## src/rtl/far_defs.vh

```
// Constants for the fault auto-retry controller
`ifndef FAR_DEFS_VH
`define FAR_DEFS_VH

// Clock rate and timer base
`define FAR_CLK_HZ 10000000
`define FAR_TICK_MS 100
`define FAR_TICK_CYCLES (`FAR_CLK_HZ / 1000 * `FAR_TICK_MS)
`define FAR_TICKS_PER_S (1000 / `FAR_TICK_MS)

// Wait interval, seconds
`define FAR_WAIT_DEF_S 1
`define FAR_WAIT_MAX_S 10
`define FAR_WAIT_DEF (`FAR_WAIT_DEF_S * `FAR_TICKS_PER_S)
`define FAR_WAIT_MAX (`FAR_WAIT_MAX_S * `FAR_TICKS_PER_S)
`define FAR_SUCCESS_MULT 4

// Register byte addresses
`define FAR_ADDR_GROUP 8'h00
`define FAR_ADDR_LIMIT 8'h04
`define FAR_ADDR_WAIT 8'h08
`define FAR_ADDR_SUCCESS 8'h0C
`define FAR_ADDR_STATUS 8'h10
`define FAR_ADDR_RECORD 8'h14

// Reset values
`define FAR_GROUP_RST 3'h0
`define FAR_LIMIT_RST 7'h00

// Retry limit encodings
`define FAR_LIM_PLAIN_LO 7'h01
`define FAR_LIM_PLAIN_HI 7'h0A
`define FAR_LIM_ALARM_LO 7'h65
`define FAR_LIM_ALARM_HI 7'h6E
`define FAR_LIM_ALARM_OFS 7'h64
`define FAR_GROUP_MAX 3'h5

// Fault vector bit positions
`define FAR_F_ACCEL_OC 0
`define FAR_F_STEADY_OC 1
`define FAR_F_DECEL_OC 2
`define FAR_F_ACCEL_OV 3
`define FAR_F_STEADY_OV 4
`define FAR_F_DECEL_OV 5
`define FAR_F_MOTOR_THM 6
`define FAR_F_OTHER 7

// Retry-enable masks per fault group
`define FAR_MASK_G0 8'hD9
`define FAR_MASK_G1 8'h07
`define FAR_MASK_G2 8'h10
`define FAR_MASK_G3 8'h10
`define FAR_MASK_G4 8'hB7
`define FAR_MASK_G5 8'h04

// Status field positions
`define FAR_ST_STATE_LSB 0
`define FAR_ST_EXCESS 4
`define FAR_ST_STOP 5
`define FAR_ST_ALARM 6
`define FAR_ST_USED_LSB 8
`define FAR_ST_RECVALID 12

`endif

```

## src/rtl/far_retry.v

```verilog
// Automatic retry controller for motor drive protective faults
//
// Overview of operation
// - A selected major fault triggers automatic alarm reset and restart, no external command.
// - Fault group setting 0 to 5 picks a fixed subset of retryable faults.
// - Retry limit 0, the default, means no automatic retry at all.
// - Limit 1-10 retries silently; 101-110 retries 1-10 times with alarm each time.
// - Retries used up and qualifying fault again: stop, report retry count excess fault.
// - Wait a programmable 0 to 10 s, default 1 s, before each retry.
// - Success counter reads cumulative good restarts; writing zero clears it.
// - Success counts only after four wait intervals without a major fault.
// - Faults recurring inside success window keep only the first fault record.
// - Retry reset keeps protection state such as thermal integrator; power-on clears it.
`timescale 1ns/1ps
`include "far_defs.vh"
module far_retry #(
  parameter NF = 8,
  parameter TICK_CYCLES = `FAR_TICK_CYCLES,
  parameter TICK_W = 20,
  parameter CNT_W = 16
) (
  input wire i_clock,
  input wire i_rst_n,
  input wire [NF-1:0] i_fault,
  input wire i_ext_reset,
  input wire [7:0] i_addr,
  input wire [31:0] i_wdata,
  input wire i_write,
  input wire i_read,
  output reg [31:0] o_rdata,
  output reg o_output_stop,
  output reg o_alarm,
  output reg o_retry_reset,
  output reg o_protect_clear,
  output reg o_retry_count_excess_fault
);
  localparam ST_RUN = 2'h0;
  localparam ST_WAIT = 2'h1;
  localparam ST_WINDOW = 2'h2;
  localparam ST_LOCKED = 2'h3;

  reg [2:0] retry_fault_group_select;
  reg [6:0] retry_limit_setting;
  reg [6:0] retry_wait_interval;
  reg [CNT_W-1:0] retry_success_counter;
  reg [1:0] state;
  reg [3:0] used;
  reg [9:0] ticks;
  reg [NF-1:0] fault_prev;
  reg [2:0] record;
  reg record_valid;
  reg ext_meta;
  reg ext_sync;
  reg ext_prev;
  reg tick_restart;
  wire tick;

  // Sized copies of the header constants
  localparam [31:0] WAIT_DEF32 = `FAR_WAIT_DEF;
  localparam [31:0] WAIT_MAX32 = `FAR_WAIT_MAX;
  localparam [31:0] MULT32 = `FAR_SUCCESS_MULT;
  localparam [6:0] WAIT_DEF = WAIT_DEF32[6:0];
  localparam [6:0] WAIT_MAX = WAIT_MAX32[6:0];
  localparam [11:0] SUCCESS_MULT = MULT32[11:0];

  // Retry-enable mask of the selected fault group
  function [7:0] group_mask;
    input [2:0] sel;
    begin
      case (sel)
        3'h0: group_mask = `FAR_MASK_G0;
        3'h1: group_mask = `FAR_MASK_G1;
        3'h2: group_mask = `FAR_MASK_G2;
        3'h3: group_mask = `FAR_MASK_G3;
        3'h4: group_mask = `FAR_MASK_G4;
        3'h5: group_mask = `FAR_MASK_G5;
        default: group_mask = 8'h00;
      endcase
    end
  endfunction

  // Allowed retry count from the limit setting
  function [3:0] lim_count;
    input [6:0] v;
    reg [6:0] d;
    begin
      d = v - `FAR_LIM_ALARM_OFS;
      if (v >= `FAR_LIM_PLAIN_LO && v <= `FAR_LIM_PLAIN_HI)
        lim_count = v[3:0];
      else if (v >= `FAR_LIM_ALARM_LO && v <= `FAR_LIM_ALARM_HI)
        lim_count = d[3:0];
      else
        lim_count = 4'h0;
    end
  endfunction

  // Alarm-every-retry mode from the limit setting
  function lim_alarm;
    input [6:0] v;
    begin
      lim_alarm = (v >= `FAR_LIM_ALARM_LO && v <= `FAR_LIM_ALARM_HI);
    end
  endfunction

  // Index of the lowest set fault bit
  function [2:0] first_idx;
    input [7:0] f;
    integer k;
    begin
      first_idx = 3'h0;
      for (k = 7; k >= 0; k = k - 1) begin
        if (f[k])
          first_idx = k[2:0];
      end
    end
  endfunction

  // Status word layout for the read port
  function [31:0] status_word;
    input [1:0] st;
    input exc;
    input stp;
    input alm;
    input [3:0] u;
    input rv;
    begin
      status_word = 32'h0;
      status_word[`FAR_ST_STATE_LSB+1:`FAR_ST_STATE_LSB] = st;
      status_word[`FAR_ST_EXCESS] = exc;
      status_word[`FAR_ST_STOP] = stp;
      status_word[`FAR_ST_ALARM] = alm;
      status_word[`FAR_ST_USED_LSB+3:`FAR_ST_USED_LSB] = u;
      status_word[`FAR_ST_RECVALID] = rv;
    end
  endfunction

  // Restarted on entry to wait and window so every interval starts whole
  far_tick #(
    .DIV(TICK_CYCLES),
    .W(TICK_W)
  ) u_tick (
    .i_clock(i_clock),
    .i_rst_n(i_rst_n),
    .i_restart(tick_restart),
    .o_tick(tick)
  );

  // Only the low eight fault lines have group masks
  wire [NF-1:0] fault_rise = i_fault & ~fault_prev;
  wire [7:0] fault8 = fault_rise[7:0];
  wire fault_new = |fault8;
  wire qualifies = |(fault8 & group_mask(retry_fault_group_select));
  wire [3:0] allowed = lim_count(retry_limit_setting);
  wire alarm_each = lim_alarm(retry_limit_setting);
  wire ext_edge = ext_sync & ~ext_prev;
  wire [9:0] wait_ticks = {3'h0, retry_wait_interval};
  wire [11:0] win_full = {5'h00, retry_wait_interval} * SUCCESS_MULT;
  wire [9:0] win_ticks = win_full[9:0];
  wire wr_ok = i_write && i_wdata[31:7] == 25'h0;

  // Register-bus decode
  wire wr_group = wr_ok && i_addr == `FAR_ADDR_GROUP;
  wire wr_limit = wr_ok && i_addr == `FAR_ADDR_LIMIT;
  wire wr_wait = wr_ok && i_addr == `FAR_ADDR_WAIT;
  wire clr_success = wr_ok && i_addr == `FAR_ADDR_SUCCESS &&
    i_wdata == 32'h0;

  // External reset pin passes two flip-flops
  always @(posedge i_clock) begin
    if (!i_rst_n) begin
      ext_meta <= 1'b0;
      ext_sync <= 1'b0;
      ext_prev <= 1'b0;
    end else begin
      ext_meta <= i_ext_reset;
      ext_sync <= ext_meta;
      ext_prev <= ext_sync;
    end
  end

  // Register writes
  always @(posedge i_clock) begin
    if (!i_rst_n) begin
      retry_fault_group_select <= `FAR_GROUP_RST;
      retry_limit_setting <= `FAR_LIMIT_RST;
      retry_wait_interval <= WAIT_DEF;
    end else begin
      // Group values above 5 in bits 2:0, or wait values above the maximum, leave the old setting
      if (wr_group && i_wdata[2:0] <= `FAR_GROUP_MAX)
        retry_fault_group_select <= i_wdata[2:0];
      if (wr_limit)
        retry_limit_setting <= i_wdata[6:0];
      if (wr_wait && i_wdata[6:0] <= WAIT_MAX)
        retry_wait_interval <= i_wdata[6:0];
    end
  end

  // Main retry sequencer
  always @(posedge i_clock) begin
    if (!i_rst_n) begin
      state <= ST_RUN;
      used <= 4'h0;
      ticks <= 10'h000;
      fault_prev <= {NF{1'b0}};
      record <= 3'h0;
      record_valid <= 1'b0;
      retry_success_counter <= {CNT_W{1'b0}};
      tick_restart <= 1'b0;
      o_output_stop <= 1'b0;
      o_alarm <= 1'b0;
      o_retry_reset <= 1'b0;
      o_protect_clear <= 1'b1;
      o_retry_count_excess_fault <= 1'b0;
    end else begin
      fault_prev <= i_fault;
      tick_restart <= 1'b0;
      o_retry_reset <= 1'b0;
      o_protect_clear <= 1'b0;
      if (tick && state != ST_RUN && state != ST_LOCKED)
        ticks <= ticks + 10'h001;
      // Software clear; a success in the same cycle wins, old count plus one, and the clear is lost
      if (clr_success)
        retry_success_counter <= {CNT_W{1'b0}};
      case (state)
        ST_RUN, ST_WINDOW: begin
          if (fault_new) begin
            o_output_stop <= 1'b1;
            if (!record_valid) begin
              record <= first_idx(fault8);
              record_valid <= 1'b1;
            end
            if (qualifies && allowed != 4'h0 && used < allowed) begin
              state <= ST_WAIT;
              used <= used + 4'h1;
              ticks <= 10'h000;
              tick_restart <= 1'b1;
              o_alarm <= alarm_each;
            end else if (qualifies && allowed != 4'h0) begin
              state <= ST_LOCKED;
              o_retry_count_excess_fault <= 1'b1;
              o_alarm <= 1'b1;
            end else begin
              state <= ST_LOCKED;
              o_alarm <= 1'b1;
            end
          end else if (state == ST_WINDOW && ticks >= win_ticks) begin
            state <= ST_RUN;
            used <= 4'h0;
            record_valid <= 1'b0;
            retry_success_counter <= retry_success_counter +
              {{(CNT_W-1){1'b0}}, 1'b1};
          end
        end
        ST_WAIT: begin
          if (ticks >= wait_ticks) begin
            // Soft reset of the drive; thermal state is left alone
            o_retry_reset <= 1'b1;
            o_output_stop <= 1'b0;
            o_alarm <= 1'b0;
            state <= ST_WINDOW;
            ticks <= 10'h000;
            tick_restart <= 1'b1;
          end
        end
        // Only an edge on the external reset pin leaves the lock
        ST_LOCKED: begin
          if (ext_edge) begin
            state <= ST_RUN;
            used <= 4'h0;
            record_valid <= 1'b0;
            o_output_stop <= 1'b0;
            o_alarm <= 1'b0;
            o_retry_count_excess_fault <= 1'b0;
          end
        end
        default: state <= ST_RUN;
      endcase
    end
  end

  // Register reads, data valid one cycle after the strobe
  always @(posedge i_clock) begin
    if (!i_rst_n) begin
      o_rdata <= 32'h0;
    end else if (i_read) begin
      case (i_addr)
        `FAR_ADDR_GROUP: o_rdata <= {29'h0, retry_fault_group_select};
        `FAR_ADDR_LIMIT: o_rdata <= {25'h0, retry_limit_setting};
        `FAR_ADDR_WAIT: o_rdata <= {25'h0, retry_wait_interval};
        `FAR_ADDR_SUCCESS:
          o_rdata <= {{(32-CNT_W){1'b0}}, retry_success_counter};
        `FAR_ADDR_STATUS:
          o_rdata <= status_word(state, o_retry_count_excess_fault,
            o_output_stop, o_alarm, used, record_valid);
        `FAR_ADDR_RECORD: o_rdata <= {29'h0, record};
        default: o_rdata <= 32'h0;
      endcase
    end else begin
      o_rdata <= 32'h0;
    end
  end
endmodule

```

## src/rtl/far_tick.v

```verilog
// Timer base divider producing a one-cycle enable pulse
`timescale 1ns/1ps
module far_tick #(
  parameter DIV = 1000000,
  parameter W = 20
) (
  input wire i_clock,
  input wire i_rst_n,
  input wire i_restart,
  output reg o_tick
);
  reg [W-1:0] count;

  always @(posedge i_clock) begin
    if (!i_rst_n) begin
      count <= {W{1'b0}};
      o_tick <= 1'b0;
    end else if (i_restart) begin
      count <= {W{1'b0}};
      o_tick <= 1'b0;
    end else if (count == DIV[W-1:0] - {{(W-1){1'b0}}, 1'b1}) begin
      count <= {W{1'b0}};
      o_tick <= 1'b1;
    end else begin
      count <= count + {{(W-1){1'b0}}, 1'b1};
      o_tick <= 1'b0;
    end
  end
endmodule

```

## config.mk

```make
export PLATFORM = sky130hd
export DESIGN_NAME = far_retry
export DESIGN_NICKNAME = d
export VERILOG_FILES = /design/src/rtl/far_retry.v /design/src/rtl/far_tick.v
export VERILOG_INCLUDE_DIRS = /design/src /design/src/rtl
export SDC_FILE = /design/constraint.sdc
export NUM_CORES = 1
export LEC_CHECK = 0
export BUFFER_PORTS_ARGS = -buffer_cell sky130_fd_sc_hd__buf_4
export CAP_MARGIN = 0
export CORE_MARGIN = 5
export CORE_UTILIZATION = 60
export DETAILED_ROUTE_END_ITERATION = 8
export PLACE_DENSITY = 0.84
export SETUP_SLACK_MARGIN = 0.05
export SYNTH_ARGS = -nofsm -noshare
export SYNTH_HDL_FRONTEND = slang
export SYNTH_SLANG_ARGS = --single-unit
```

## constraint.sdc

```tcl
create_clock -name i_clock -period 4.4 [get_ports i_clock]
set_clock_uncertainty 0.1 [all_clocks]
set_input_delay 1.32 -clock i_clock [delete_from_list [all_inputs] [get_ports i_clock]]
set_output_delay 1.32 -clock i_clock [all_outputs]
set_load 0.05 [all_outputs]
```

# Word-level counts from Yosys, hierarchy flattened
# Cells that the tools add are included.
# totals
regBits,123
wordCells,154
# classes
addsub,5
magnitude_cmp,9
muxes,52
reduce_logical,37
eq_ne,22
bitwise,7
# op_table
cell,n
one-hot mux 16 bit (6 select lines),1
two-way mux 16 bit,4
two-way mux 10 bit,4
one-hot mux 8 bit (5 select lines),1
zero test 32 bit,1
zero test 25 bit,1
two-way mux 3 bit,8
two-way mux 4 bit,6
adder 20 x 1 -> 20 bit (second input constant),1
equality test 20 bit (second input constant),1
one-hot mux 10 bit (2 select lines),1
adder 16 x 1 -> 16 bit (second input constant),1
AND 8 bit,2
equality test 8 x 4 -> 1 bit (second input constant),2
equality test 8 x 5 -> 1 bit (second input constant),2
OR reduction 8 bit,2
logical AND 1 bit,15
two-way mux 1 bit,15
less-or-equal comparator 7 bit (second input constant),2
inequality test 2 bit (second input constant),6
AND reduction 3 bit,4
adder 10 x 1 -> 10 bit (second input constant),1
greater-or-equal comparator 10 x 7 -> 1 bit,1
greater-or-equal comparator 10 x 9 -> 1 bit,1
other kinds (32),49

# Logic depth before layout (Yosys ltp)
# Gate-level depths: netlist of run 1.
# depth
depth_word,10
mapped_depth,15
ltp_nobuf,13

# Modules after synthesis
# A second synthesis of run 1 with hierarchy kept.
# unflattened
cells_unflattened,659
area_unflattened_um2,5554.1
# by_module_without_submodules
module,seq_area_each_um2,cells_each,n_inst,area_each_um2
far_retry,1721.7,547,1,4591.9
far_tick,420.4,112,1,962.2

# Least setup slack after synthesis of run 1
# No wires, ideal clock.
# synth_timing
kind,input port to flip-flop
start,input port i_wdata[0]
end,register retry_success_counter[6]
t_arrival_ps,2721
setup_ps,122
path_stages,6
path_slack_ps,1457
path_buffers,1
path_cell_list,or4_1 nor4_2 and4bb_1 a211oi_2 buf_6 a221o_1
# synth_via
elab_chain_len,6
# synth_lines
element,line,rtl
"start, declared",far_retry.v:27,"input wire [31:0] i_wdata,"
zero test 32 bit (*),far_retry.v:166,i_wdata == 32'h0;
logical AND 1 bit (*),far_retry.v:165,wire clr_success = wr_ok && i_addr == `FAR_ADDR_SUCCESS &&
two-way mux 16 bit (*),far_retry.v:222,if (clr_success)
two-way mux 16 bit,far_retry.v:246,end else if (state == ST_WINDOW && ticks >= win_ticks) begin
two-way mux 16 bit,far_retry.v:226,if (fault_new) begin
two-way mux 16 bit (*),far_retry.v:224,case (state)
"end signal, assigned",far_retry.v:207,retry_success_counter <= {CNT_W{1'b0}};
"end signal, assigned",far_retry.v:223,retry_success_counter <= {CNT_W{1'b0}};
"end signal, assigned",far_retry.v:250,retry_success_counter <= retry_success_counter +
"end, declared",far_retry.v:45,reg [CNT_W-1:0] retry_success_counter;
# Every way passes the cells marked *; elsewhere a longest branch is shown, timed or not.
# A chain may end at the register's enable or synchronous reset.

# Final worst setup path of run 1
# layout_timing
start,register retry_limit_setting[2]
end,register ticks[7]
# layout_via
elab_chain_len,10
elab_cells_between_ends,16
# layout_lines
element,line,rtl
"start, declared",far_retry.v:43,reg [6:0] retry_limit_setting;
"start signal, assigned",far_retry.v:185,retry_limit_setting <= `FAR_LIMIT_RST;
"start signal, assigned",far_retry.v:192,retry_limit_setting <= i_wdata[6:0];
greater-or-equal comparator 7 bit (no source line) or less-or-equal comparator 7 bit (tied branches),n/a,
logical AND 1 bit (no source line),n/a,
two-way mux 4 bit,far_retry.v:90,else if (v >= `FAR_LIM_ALARM_LO && v <= `FAR_LIM_ALARM_HI)
two-way mux 4 bit (*),far_retry.v:88,if (v >= `FAR_LIM_PLAIN_LO && v <= `FAR_LIM_PLAIN_HI)
branches (longest 2 deep; another with < comparator 4 bit),n/a,
logical AND 1 bit (*),far_retry.v:232,if (qualifies && allowed != 4'h0 && used < allowed) begin
two-way mux 10 bit (*),far_retry.v:232,
two-way mux 10 bit (*),far_retry.v:226,
one-hot mux 10 bit (2 select lines) (*),far_retry.v:224,
"end signal, assigned",far_retry.v:220,ticks <= ticks + 10'h001;
"end, declared",far_retry.v:48,reg [9:0] ticks;
# Mark *: on every way between the ends.

==> results of run 1 <==
-- flip-flops by register name, summed over array words and instances, names as in the netlist, 2 cells and up --
| register | count |
|---|---|
| u_tick.count | 20 |
| o_rdata | 16 |
| retry_success_counter | 16 |
| ticks | 10 |
| fault_prev | 8 |
| retry_limit_setting | 7 |
| retry_wait_interval | 7 |
| used | 4 |
| record | 3 |
| retry_fault_group_select | 3 |
| state | 2 |
-- area by class of cell --
| cell class | count | area [sq um] | area share (%) |
|---|---|---|---|
| multi-input combinational | 494 | 3140 | 50.1 |
| sequential | 107 | 2140 | 34.2 |
| timing repair buffer | 74 | 556 | 8.86 |
| tap | 111 | 139 | 2.21 |
| clock buffer | 9 | 124 | 1.97 |
| clock inverter | 7 | 90.1 | 1.44 |
| inverter | 21 | 78.8 | 1.26 |
-- metal layers --
layer,global-route usage [%],vias up,share of wire (%)
met5,0,-,0
met2,42.8,216,49
li1,-,2378,-
met3,5.59,40,7.5
met1,30.3,2279,41
met4,7.40,0,2.5
-- through the flow --
| step | utilization [%] | area [sq um] | hold slack (ns) | total power [mW] |
|---|---|---|---|---|
| 2_1_floorplan | - | 5610 | 0.288 | 1.14 |
| 3_3_place_gp | 66.5 | 6060 | 0.299 | 1.19 |
| 3_5_place_dp | 66.5 | 6060 | 0.311 | 1.19 |
| 4_1_cts | 68.9 | 6270 | 0.332 | 1.83 |
| 5_1_grt | 68.9 | 6270 | 0.338 | 1.89 |
| 6_report | 68.9 | 6270 | 0.329 | 1.83 |
-- final timing paths --
check / from / endpoint / slack (ns) / depth (start not counted)
setup / recovery: retry_limit_setting[2] / ticks[7] / 0.99 / 12
hold / removal: tick_restart / u_tick.o_tick / 0.33 / 1
setup reg to reg: retry_limit_setting[2] / ticks[7] / 0.99 / 12
hold reg to reg: tick_restart / u_tick.o_tick / 0.33 / 1
-- cells by family (layout without fill, tap and decap cells) --
family,after synthesis,in the layout,share of synthesized area [%]
and+or+nand+nor,293,293,27.6
xor gates and xnor gates,27,27,4.26
buffers and inverters,59,111,5.77
muxes,29,29,5.25
DFF,107,107,38.6
AOI/OAI and AO/OA,104,104,12.8
other,1,16,0.0676
adders and majority gates,25,25,5.64
-- cell usage in the layout, fill, tap and decap left out, types with 10 or more instances in the layout --
master / n
a21oi_1: 33
and2_1: 16
and3_1: 20
buf_4: 74
conb_1: 16
dfxtp_1: 107
ha_1: 25
inv_1: 20
mux2i_1: 28
nand2_1: 36
nand3_1: 31
nand4_1: 11
nor2_1: 101
nor3_1: 11
nor4_1: 13
o21ai_0: 17
xnor2_1: 10
xor2_1: 17
-- power breakdown --
group	total, mW	internal [mW]	switching (mW)
registers	0.998	0.983	0.0147
logic	0.179	0.0639	0.115
clock network	0.650	0.280	0.369
==> impl_metrics.py, run 1 <==
metrics = {
    "setup_path": {
        "critPathTopFamily": "compound AO/OA/AOI/OAI gates",
        "cp_slowest_stage_delay_ns": 0.60,
        "cp.arrival_ns": 3.56,
        "endpoint_kind": "flop",
        "start_kind": "flop",
        "crit_buf_inv": 1,
        "cp.required_ns": 4.54,
        "crit_slowest_cell": "dfxtp_1",
        "cp_max_fo": 12,
        "cpMostUsedCell": "ha_1",
        "crit_type": "flop to flop",
        "cp_cell_sequence": "inv_1 -> ha_1 -> and3b_1 -> o21ai_1 -> o22ai_1 -> nand2_1 -> ha_1 -> a211oi_1 -> o21ba_2 -> nand3_1 -> o311ai_4 -> nor2_1",
    },
    "timing": {
        "rsz0062_at_grt": "no",
        "min_period_over_period_pct": 77.6,
        "worstMarginPinSlew_ns": 0.890,
        "fin_tns_setup_ns": 0,
        "fin_ws_ns": 0.986,
        "slew_headroom_pct": 40.4,
        "slew_violations": 0,
        "hold_viol": 0,
        "finalCriticalPeriod_ns": 3.41,
        "clock.fmax_ghz": 0.293,
        "finalSetupViolations": 0,
    },
    "cells_and_area": {
        "layout-drive-gt1-share_pct": 15.4,
        "nNetsFinal": 785,
        "fillers": 740,
        "stdcell_count": 823,
        "antennaDiodeCount": 0,
        "area_growth_pct": 13.0,
    },
    "logic_synthesis": {
        "synth_most_common_cell": "dfxtp_1",
        "yosysTopAreaCell": "dfxtp_1",
        "ys_top_cells_by_count": "dfxtp_1, nor2_1, nand2_1",
        "synth_edf_count": 0,
        "avgSynthCellArea_sq_um": 8.60,
        "yosys.area.top_type_share_pct": 38.6,
        "synth.distinct_cells": 73,
        "postSynth.asyncResetShare_pct": 0,
        "ys_warn_count": 0,
        "ys_ff_latch": 107,
        "ys_seq_area_share_pct": 38.6,
        "syn-cell-area_sq_um": 5550,
        "ys.flop_type": "dfxtp_1",
        "syn_inst": 645,
        "synth_area_leaders": "dfxtp_1, nor2_1, ha_1",
    },
    "placed_design": {
        "globalplace.congestion": 0.903,
        "portBuffers": 73,
        "post-place-cells": 807,
        "dp_slack_ns": 1.04,
        "post-dp-hpwl_um": 10300,
    },
    "clocking": {
        "clockBufferDepth": 2,
        "cts_max_level": 3,
        "post_cts_buffers": 0,
        "numClockSinks": 107,
        "clk_latency_ns": 0.38,
        "hold_buffers": 0,
        "cts_made_buffers": 9,
        "clk_pin_slew_ns": 0.11,
        "clockRootBuffer": "clkbuf_8",
        "cts_tree": "yes",
        "cts_resized": 0,
    },
    "grt": {
        "grt_max_degree": 38,
        "overflow": 0,
        "grt_pass1_vias": 4830,
        "antenna_found_initial": 0,
        "grt_pass1_wl_um": 22900,
        "track_usage_pct": 24.6,
    },
    "flow_run": {
        "max_cap_violations": 0,
    },
    "floorplanning": {
        "rows": 35,
        "start_util_pct": 60.9,
        "fp.dieArea_sq_um": 11300,
        "io-pin-count": 90,
        "dieWidth_um": 106,
        "die_h_um": 106,
        "core_sq_um": 9110,
    },
    "route": {
        "antenna_left": 0,
        "via_per_inst": 5.97,
        "drt_iter0_markers": 426,
        "dr.pass1.iters": 5,
        "vias": 4913,
        "drc_errors": 0,
        "wl_um": 13700,
        "wl_per_cell_um": 16.6,
    },
    "outcome": {
        "status": "finished clean",
    },
    "power": {
        "peakVddDrop_v": 0.000267,
        "power_density_nw_per_um2": 291,
        "p_leak_nw": 2.56,
    },
    "min_path": {
        "hold_path_class": "flop to flop",
    },
}
Note: power is estimated with default switching activity, not from simulation.
==> run 2, diff against run 1 <==
--- a/config.mk
+++ b/config.mk
@@ -9,9 +9,9 @@
 export BUFFER_PORTS_ARGS = -buffer_cell sky130_fd_sc_hd__buf_4
 export CAP_MARGIN = 0
 export CORE_MARGIN = 5
-export CORE_UTILIZATION = 60
+export CORE_UTILIZATION = 51
 export DETAILED_ROUTE_END_ITERATION = 8
-export PLACE_DENSITY = 0.84
+export PLACE_DENSITY = 0.76
 export SETUP_SLACK_MARGIN = 0.05
 export SYNTH_ARGS = -nofsm -noshare
 export SYNTH_HDL_FRONTEND = slang
==> constraint.sdc (replaced) <==
create_clock -name i_clock -period 2.98 [get_ports i_clock]
set_clock_uncertainty 0.1 [all_clocks]
set_input_delay 0.894 -clock i_clock [delete_from_list [all_inputs] [get_ports i_clock]]
set_output_delay 0.894 -clock i_clock [all_outputs]
set_load 0.05 [all_outputs]
==> impl_metrics.py, run 2 (same netlist as run 1, synthesis figures left out) <==
metrics = {
    "outcome": {
        "status": "finished clean",
    },
    "floorplanning": {
        "rows": 38,
        "core_sq_um": 10700,
        "fp.dieArea_sq_um": 13100,
        "start_util_pct": 51.6,
        "io-pin-count": 90,
        "dieWidth_um": 114,
        "die_h_um": 114,
    },
    "route": {
        "routed.top_layer": "met4",
        "wl_met2_um": 7200,
        "drc_errors": 0,
        "drt-met1-wl_um": 6480,
        "antenna_left": 0,
        "via_per_inst": 5.68,
        "dr.pass1.iters": 5,
        "wl_um": 14600,
        "wl_per_cell_um": 16.6,
        "drt_iter0_markers": 366,
        "wl_met3_um": 703,
        "vias": 4984,
    },
    "setup_path": {
        "r2r-end": "ticks[7]",
        "critPathCapture": "ticks[7]",
        "crit_start": "retry_limit_setting[2]",
        "cp_max_fo": 7,
        "crit_type": "flop to flop",
        "start_kind": "flop",
        "cp.arrival_ns": 3.14,
        "endpoint_kind": "flop",
        "reg2reg_depth": 14,
        "reg2reg_slack_ns": 0.01,
        "cp.required_ns": 3.15,
        "timing.rr.start": "retry_limit_setting[2]",
    },
    "timing": {
        "clock.fmax_ghz": 0.337,
        "worstMarginPinSlew_ns": 0.748,
        "finalCriticalPeriod_ns": 2.97,
        "fin_tns_setup_ns": 0,
        "rsz0062_at_grt": "yes",
        "hold_viol": 0,
        "min_period_over_period_pct": 99.6,
        "slew_violations": 0,
        "slew_headroom_pct": 50.0,
        "finalSetupViolations": 0,
    },
    "cells_and_area": {
        "layout_commonest_cell": "dfxtp_1",
        "antennaDiodeCount": 0,
        "final_cell_mix": "dfxtp_1, nor2_1, buf_4",
        "nNetsFinal": 812,
        "layout-drive-gt1-share_pct": 20.7,
        "final_area_sq_um": 6630,
        "largest_register": "u_tick.count",
        "top_regs": "u_tick.count (20), o_rdata (16), retry_success_counter (16)",
        "fillers": 938,
        "stdcell_count": 878,
        "largest_register_ffs": 20,
        "area_growth_pct": 19.4,
    },
    "power": {
        "swShare_pct": 26.5,
        "internal_power_mw": 1.90,
        "p_clk_share_pct": 32.5,
        "peakVddDrop_v": 0.000237,
        "p_total_mw": 2.59,
        "sequentialPowerShare_pct": 56.9,
        "switchingPower_mw": 0.685,
        "power_density_nw_per_um2": 391,
        "comb_power_share_pct": 10.6,
        "p_leak_nw": 2.70,
    },
    "grt": {
        "antenna_found_initial": 0,
        "grt_pass1_wl_um": 22900,
        "grt_pass1_vias": 4765,
        "overflow": 0,
        "grt_max_degree": 30,
        "track_usage_pct": 21.7,
    },
    "placed_design": {
        "globalplace.congestion": 0.920,
        "post-place-cells": 855,
        "post-dp-hpwl_um": 10800,
        "place_area_sq_um": 6250,
        "portBuffers": 73,
    },
    "clocking": {
        "numClockSinks": 107,
        "clockBufferDepth": 2,
        "cts_tree": "yes",
        "cts_max_level": 3,
        "clk_latency_ns": 0.37,
        "hold_buffers": 0,
        "clockRootBuffer": "clkbuf_8",
        "clk_pin_slew_ns": 0.10,
        "cts_made_buffers": 9,
    },
    "flow_run": {
        "max_cap_violations": 0,
    },
    "min_path": {
        "hold_path_class": "flop to flop",
    },
}
## run 2: cell type report
| cell class | instances | area (sq um) | area share [%] |
|---|---|---|---|
| multi-input combinational | 494 | 3240 | 48.9 |
| clock inverter | 3 | 23.8 | 0.359 |
| sequential | 107 | 2150 | 32.5 |
| tap | 140 | 175 | 2.64 |
| clock buffer | 12 | 155 | 2.34 |
| timing repair buffer | 101 | 800 | 12.1 |
| inverter | 21 | 81.3 | 1.23 |
## run 2: critical path, cell delays in order, from the launching register on
cell and delay (ns):
dfxtp_4 0.38, buf_6 0.13, and3_1 0.16, o21a_1 0.22, or2_4 0.27, buf_6 0.12
nor2_4 0.07, a21oi_2 0.04, ha_1 0.32, o21ai_2 0.08, o21ba_4 0.18, nand3_4 0.08
o311ai_4 0.44, clkbuf_16 0.23, nor2_1 0.04
## run 2: stage by stage
step	utilization (%)	worst slack (ns)	hold slack [ns]
final	61.7	0.0106	0.322
after global routing	61.7	-0.0525	0.340
after CTS	59.8	0.0622	0.324
after detailed placement	58.2	0.0389	0.302
after global placement	58.2	0.0470	0.300
after floorplan	-	0.163	0.288
## run 2: power by group through the flow
| stage | sequential, mW | combinational (mW) | clock [mW] |
|---|---|---|---|
| finish | 1.47 | 0.275 | 0.841 |
| floorplan | 1.51 | 0.173 | 0 |
| detailed placement | 1.51 | 0.266 | 0 |
| global route | 1.47 | 0.295 | 0.921 |
| global placement | 1.51 | 0.260 | 0 |
| CTS | 1.47 | 0.267 | 0.861 |
## run 2: how the worst min path moves through the flow
stage | startpoint | cells past startpoint | slack (ns) | to
4_1_cts | tick_restart | 1 | 0.32 | u_tick.o_tick
2_1_floorplan | tick_restart | 1 | 0.29 | u_tick.o_tick
3_3_place_gp | tick_restart | 1 | 0.30 | u_tick.o_tick
5_1_grt | tick_restart | 1 | 0.34 | u_tick.o_tick
6_report | tick_restart | 1 | 0.32 | u_tick.o_tick
3_5_place_dp | tick_restart | 1 | 0.30 | u_tick.o_tick
## run 2: per-layer routing
| metal | global-route usage (%) | up-vias |
|---|---|---|
| li1 | - | 2435 |
| met1 | 28.7 | 2383 |
| met2 | 35.8 | 149 |
| met3 | 3.70 | 17 |
| met4 | 7.21 | 0 |
| met5 | 0 | - |
## run 2: what timing repair did
action / 4_1_cts / 5_1_grt
gates cloned: 0 / 1
setup buffers: 0 / 7
pin swaps: 1 / 12
resized for setup: 1 / 32
endpoints found under the setup margin: 12 / 28
endpoints found under the hold margin: 0 / 0
==> run 3, diff against run 2 <==
--- a/config.mk
+++ b/config.mk
@@ -10,6 +10,7 @@
 export CAP_MARGIN = 0
 export CORE_MARGIN = 5
 export CORE_UTILIZATION = 51
+export CTS_BUF_LIST = sky130_fd_sc_hd__clkbuf_16
 export DETAILED_ROUTE_END_ITERATION = 8
 export PLACE_DENSITY = 0.76
 export SETUP_SLACK_MARGIN = 0.05
==> impl_metrics.py, run 3 (same netlist as run 1, synthesis figures left out) <==
metrics = {
    "outcome": {
        "status": "finished clean",
    },
    "setup_path": {
        "cp_max_fo": 5,
        "start_kind": "flop",
        "cpMostUsedCell": "ha_1",
        "cp_slowest_stage_delay_ns": 0.44,
        "cp_cell_sequence": "inv_1 -> ha_1 -> and3b_1 -> o21ai_2 -> o22ai_2 -> nand2_1 -> ha_1 -> a211oi_2 -> o21ba_4 -> nand3_4 -> o311ai_4 -> clkbuf_16 -> nor2_1",
        "crit_start": "retry_limit_setting[2]",
        "crit_slowest_cell": "o311ai_4",
        "cp.arrival_ns": 3.09,
        "reg2reg_slack_ns": 0.02,
        "r2r-end": "ticks[9]",
        "timing.rr.start": "retry_limit_setting[2]",
        "reg2reg_depth": 13,
        "crit_type": "flop to flop",
        "critPathCapture": "ticks[9]",
        "cp.required_ns": 3.11,
        "endpoint_kind": "flop",
    },
    "clocking": {
        "cts_tree": "yes",
        "cts_made_buffers": 9,
        "cts_max_level": 3,
        "clk_pin_slew_ns": 0.07,
        "numClockSinks": 107,
        "clk_latency_ns": 0.34,
        "clockRootBuffer": "clkbuf_16",
        "clockBufferDepth": 2,
    },
    "placed_design": {
        "portBuffers": 73,
        "post-dp-hpwl_um": 10800,
        "place_area_sq_um": 6250,
        "dp_slack_ns": 0.0389,
        "globalplace.congestion": 0.920,
    },
    "cells_and_area": {
        "layout_commonest_cell": "dfxtp_1",
        "largest_register_ffs": 20,
        "largest_register": "u_tick.count",
        "final_cell_mix": "dfxtp_1, nor2_1, buf_4",
        "layout-drive-gt1-share_pct": 20.2,
        "area_growth_pct": 20.7,
        "final_area_sq_um": 6700,
        "top_regs": "u_tick.count (20), o_rdata (16), retry_success_counter (16)",
        "final_core_util_pct": 62.3,
        "antennaDiodeCount": 0,
        "nNetsFinal": 811,
    },
    "power": {
        "internal_power_mw": 2.11,
        "comb_power_share_pct": 9.8,
        "p_clk_share_pct": 38.1,
        "sequentialPowerShare_pct": 52.2,
        "switchingPower_mw": 0.710,
        "swShare_pct": 25.2,
        "peakVddDrop_v": 0.000263,
        "p_leak_nw": 2.74,
        "power_density_nw_per_um2": 421,
    },
    "timing": {
        "fin_ws_ns": 0.0204,
        "rsz0062_at_grt": "yes",
        "hold-worst-slack_ns": 0.313,
        "worstMarginPinSlew_ns": 0.747,
        "hold_viol": 0,
        "slew_headroom_pct": 50.0,
        "min_period_over_period_pct": 99.3,
        "slew_violations": 0,
        "clock.fmax_ghz": 0.338,
        "finalSetupViolations": 0,
        "finalCriticalPeriod_ns": 2.96,
    },
    "grt": {
        "track_usage_pct": 21.5,
        "grt_max_degree": 30,
        "overflow": 0,
        "grt_pass1_vias": 4749,
        "grt_pass1_wl_um": 22800,
        "antenna_found_initial": 0,
    },
    "route": {
        "antenna_left": 0,
        "wl_um": 14600,
        "drt_iter0_markers": 327,
        "drc_errors": 0,
        "dr.pass1.iters": 5,
        "via_per_inst": 5.74,
        "vias": 5034,
        "wl_per_cell_um": 16.7,
    },
    "min_path": {
        "hold_path_class": "flop to flop",
    },
    "floorplanning": {
        "die_h_um": 114,
        "io-pin-count": 90,
        "fp.dieArea_sq_um": 13100,
        "start_util_pct": 51.6,
        "dieWidth_um": 114,
        "core_sq_um": 10700,
        "rows": 38,
    },
    "flow_run": {
        "max_cap_violations": 0,
    },
}
run 3: timing repair:
action | in CTS | in global routing
cloned | 0 | 1
setup buffers | 0 | 6
pin swaps | 1 | 11
gates resized for setup | 2 | 30
setup endpoints to repair | 12 | 27
hold buffers | 0 | 0
run 3: worst min-delay path by stage:
stage                     slack [ns]  depth (start not counted)             to    startpoint
after detailed placement        0.30                          1  u_tick.o_tick  tick_restart
after CTS                       0.32                          1  u_tick.o_tick  tick_restart
after floorplan                 0.29                          1  u_tick.o_tick  tick_restart
final                           0.31                          1  u_tick.o_tick  tick_restart
after global placement          0.30                          1  u_tick.o_tick  tick_restart
after global routing            0.33                          1  u_tick.o_tick  tick_restart
run 3: power by group through the flow:
stage | registers (mW) | logic [mW] | clock network, mW
2_1_floorplan | 1.51 | 0.173 | 0
3_3_place_gp | 1.51 | 0.260 | 0
3_5_place_dp | 1.51 | 0.266 | 0
4_1_cts | 1.47 | 0.267 | 1.10
5_1_grt | 1.47 | 0.295 | 1.16
6_report | 1.47 | 0.275 | 1.07
run 3: final cells by class:
cell class | count | area (sq um)
well taps | 140 | 175
repair buffers | 100 | 792
clock inverters | 6 | 35.0
multi-input cells | 494 | 3240
flip-flops and latches | 107 | 2150
inverters | 21 | 81.3
fillers | 922 | 4050
clock buffers | 9 | 225
run 3: metrics by stage:
| stage | power, mW | instances | setup TNS (ns) |
|---|---|---|---|
| 2_1_floorplan | 1.68 | 660 | 0 |
| 3_3_place_gp | 1.76 | 855 | 0 |
| 3_5_place_dp | 1.77 | 855 | 0 |
| 4_1_cts | 2.84 | 870 | 0 |
| 5_1_grt | 2.93 | 877 | -0.846 |
| 6_report | 2.82 | 877 | 0 |
run 3: layer usage:
layer  share of wire (%)  GRT usage [%]  routed length [um]  vias up
li1                    -              -                   -     2433
met1                  44           28.7                6460     2411
met2                  49           35.6                7210      168
met3                 5.0           3.65                 725       22
met4                 1.6           7.05                 238        0
met5                   0              0                   0        -
run 3: critical path: cells and delay by family, from the launching register on:
| family | cells | cell delay (ns) |
|---|---|---|
| and+or+nand+nor | 4 | 0.42 |
| DFF | 1 | 0.38 |
| AOI/OAI and AO/OA | 5 | 1.23 |
| adders and majority gates | 2 | 0.43 |
| buffers and inverters | 2 | 0.31 |
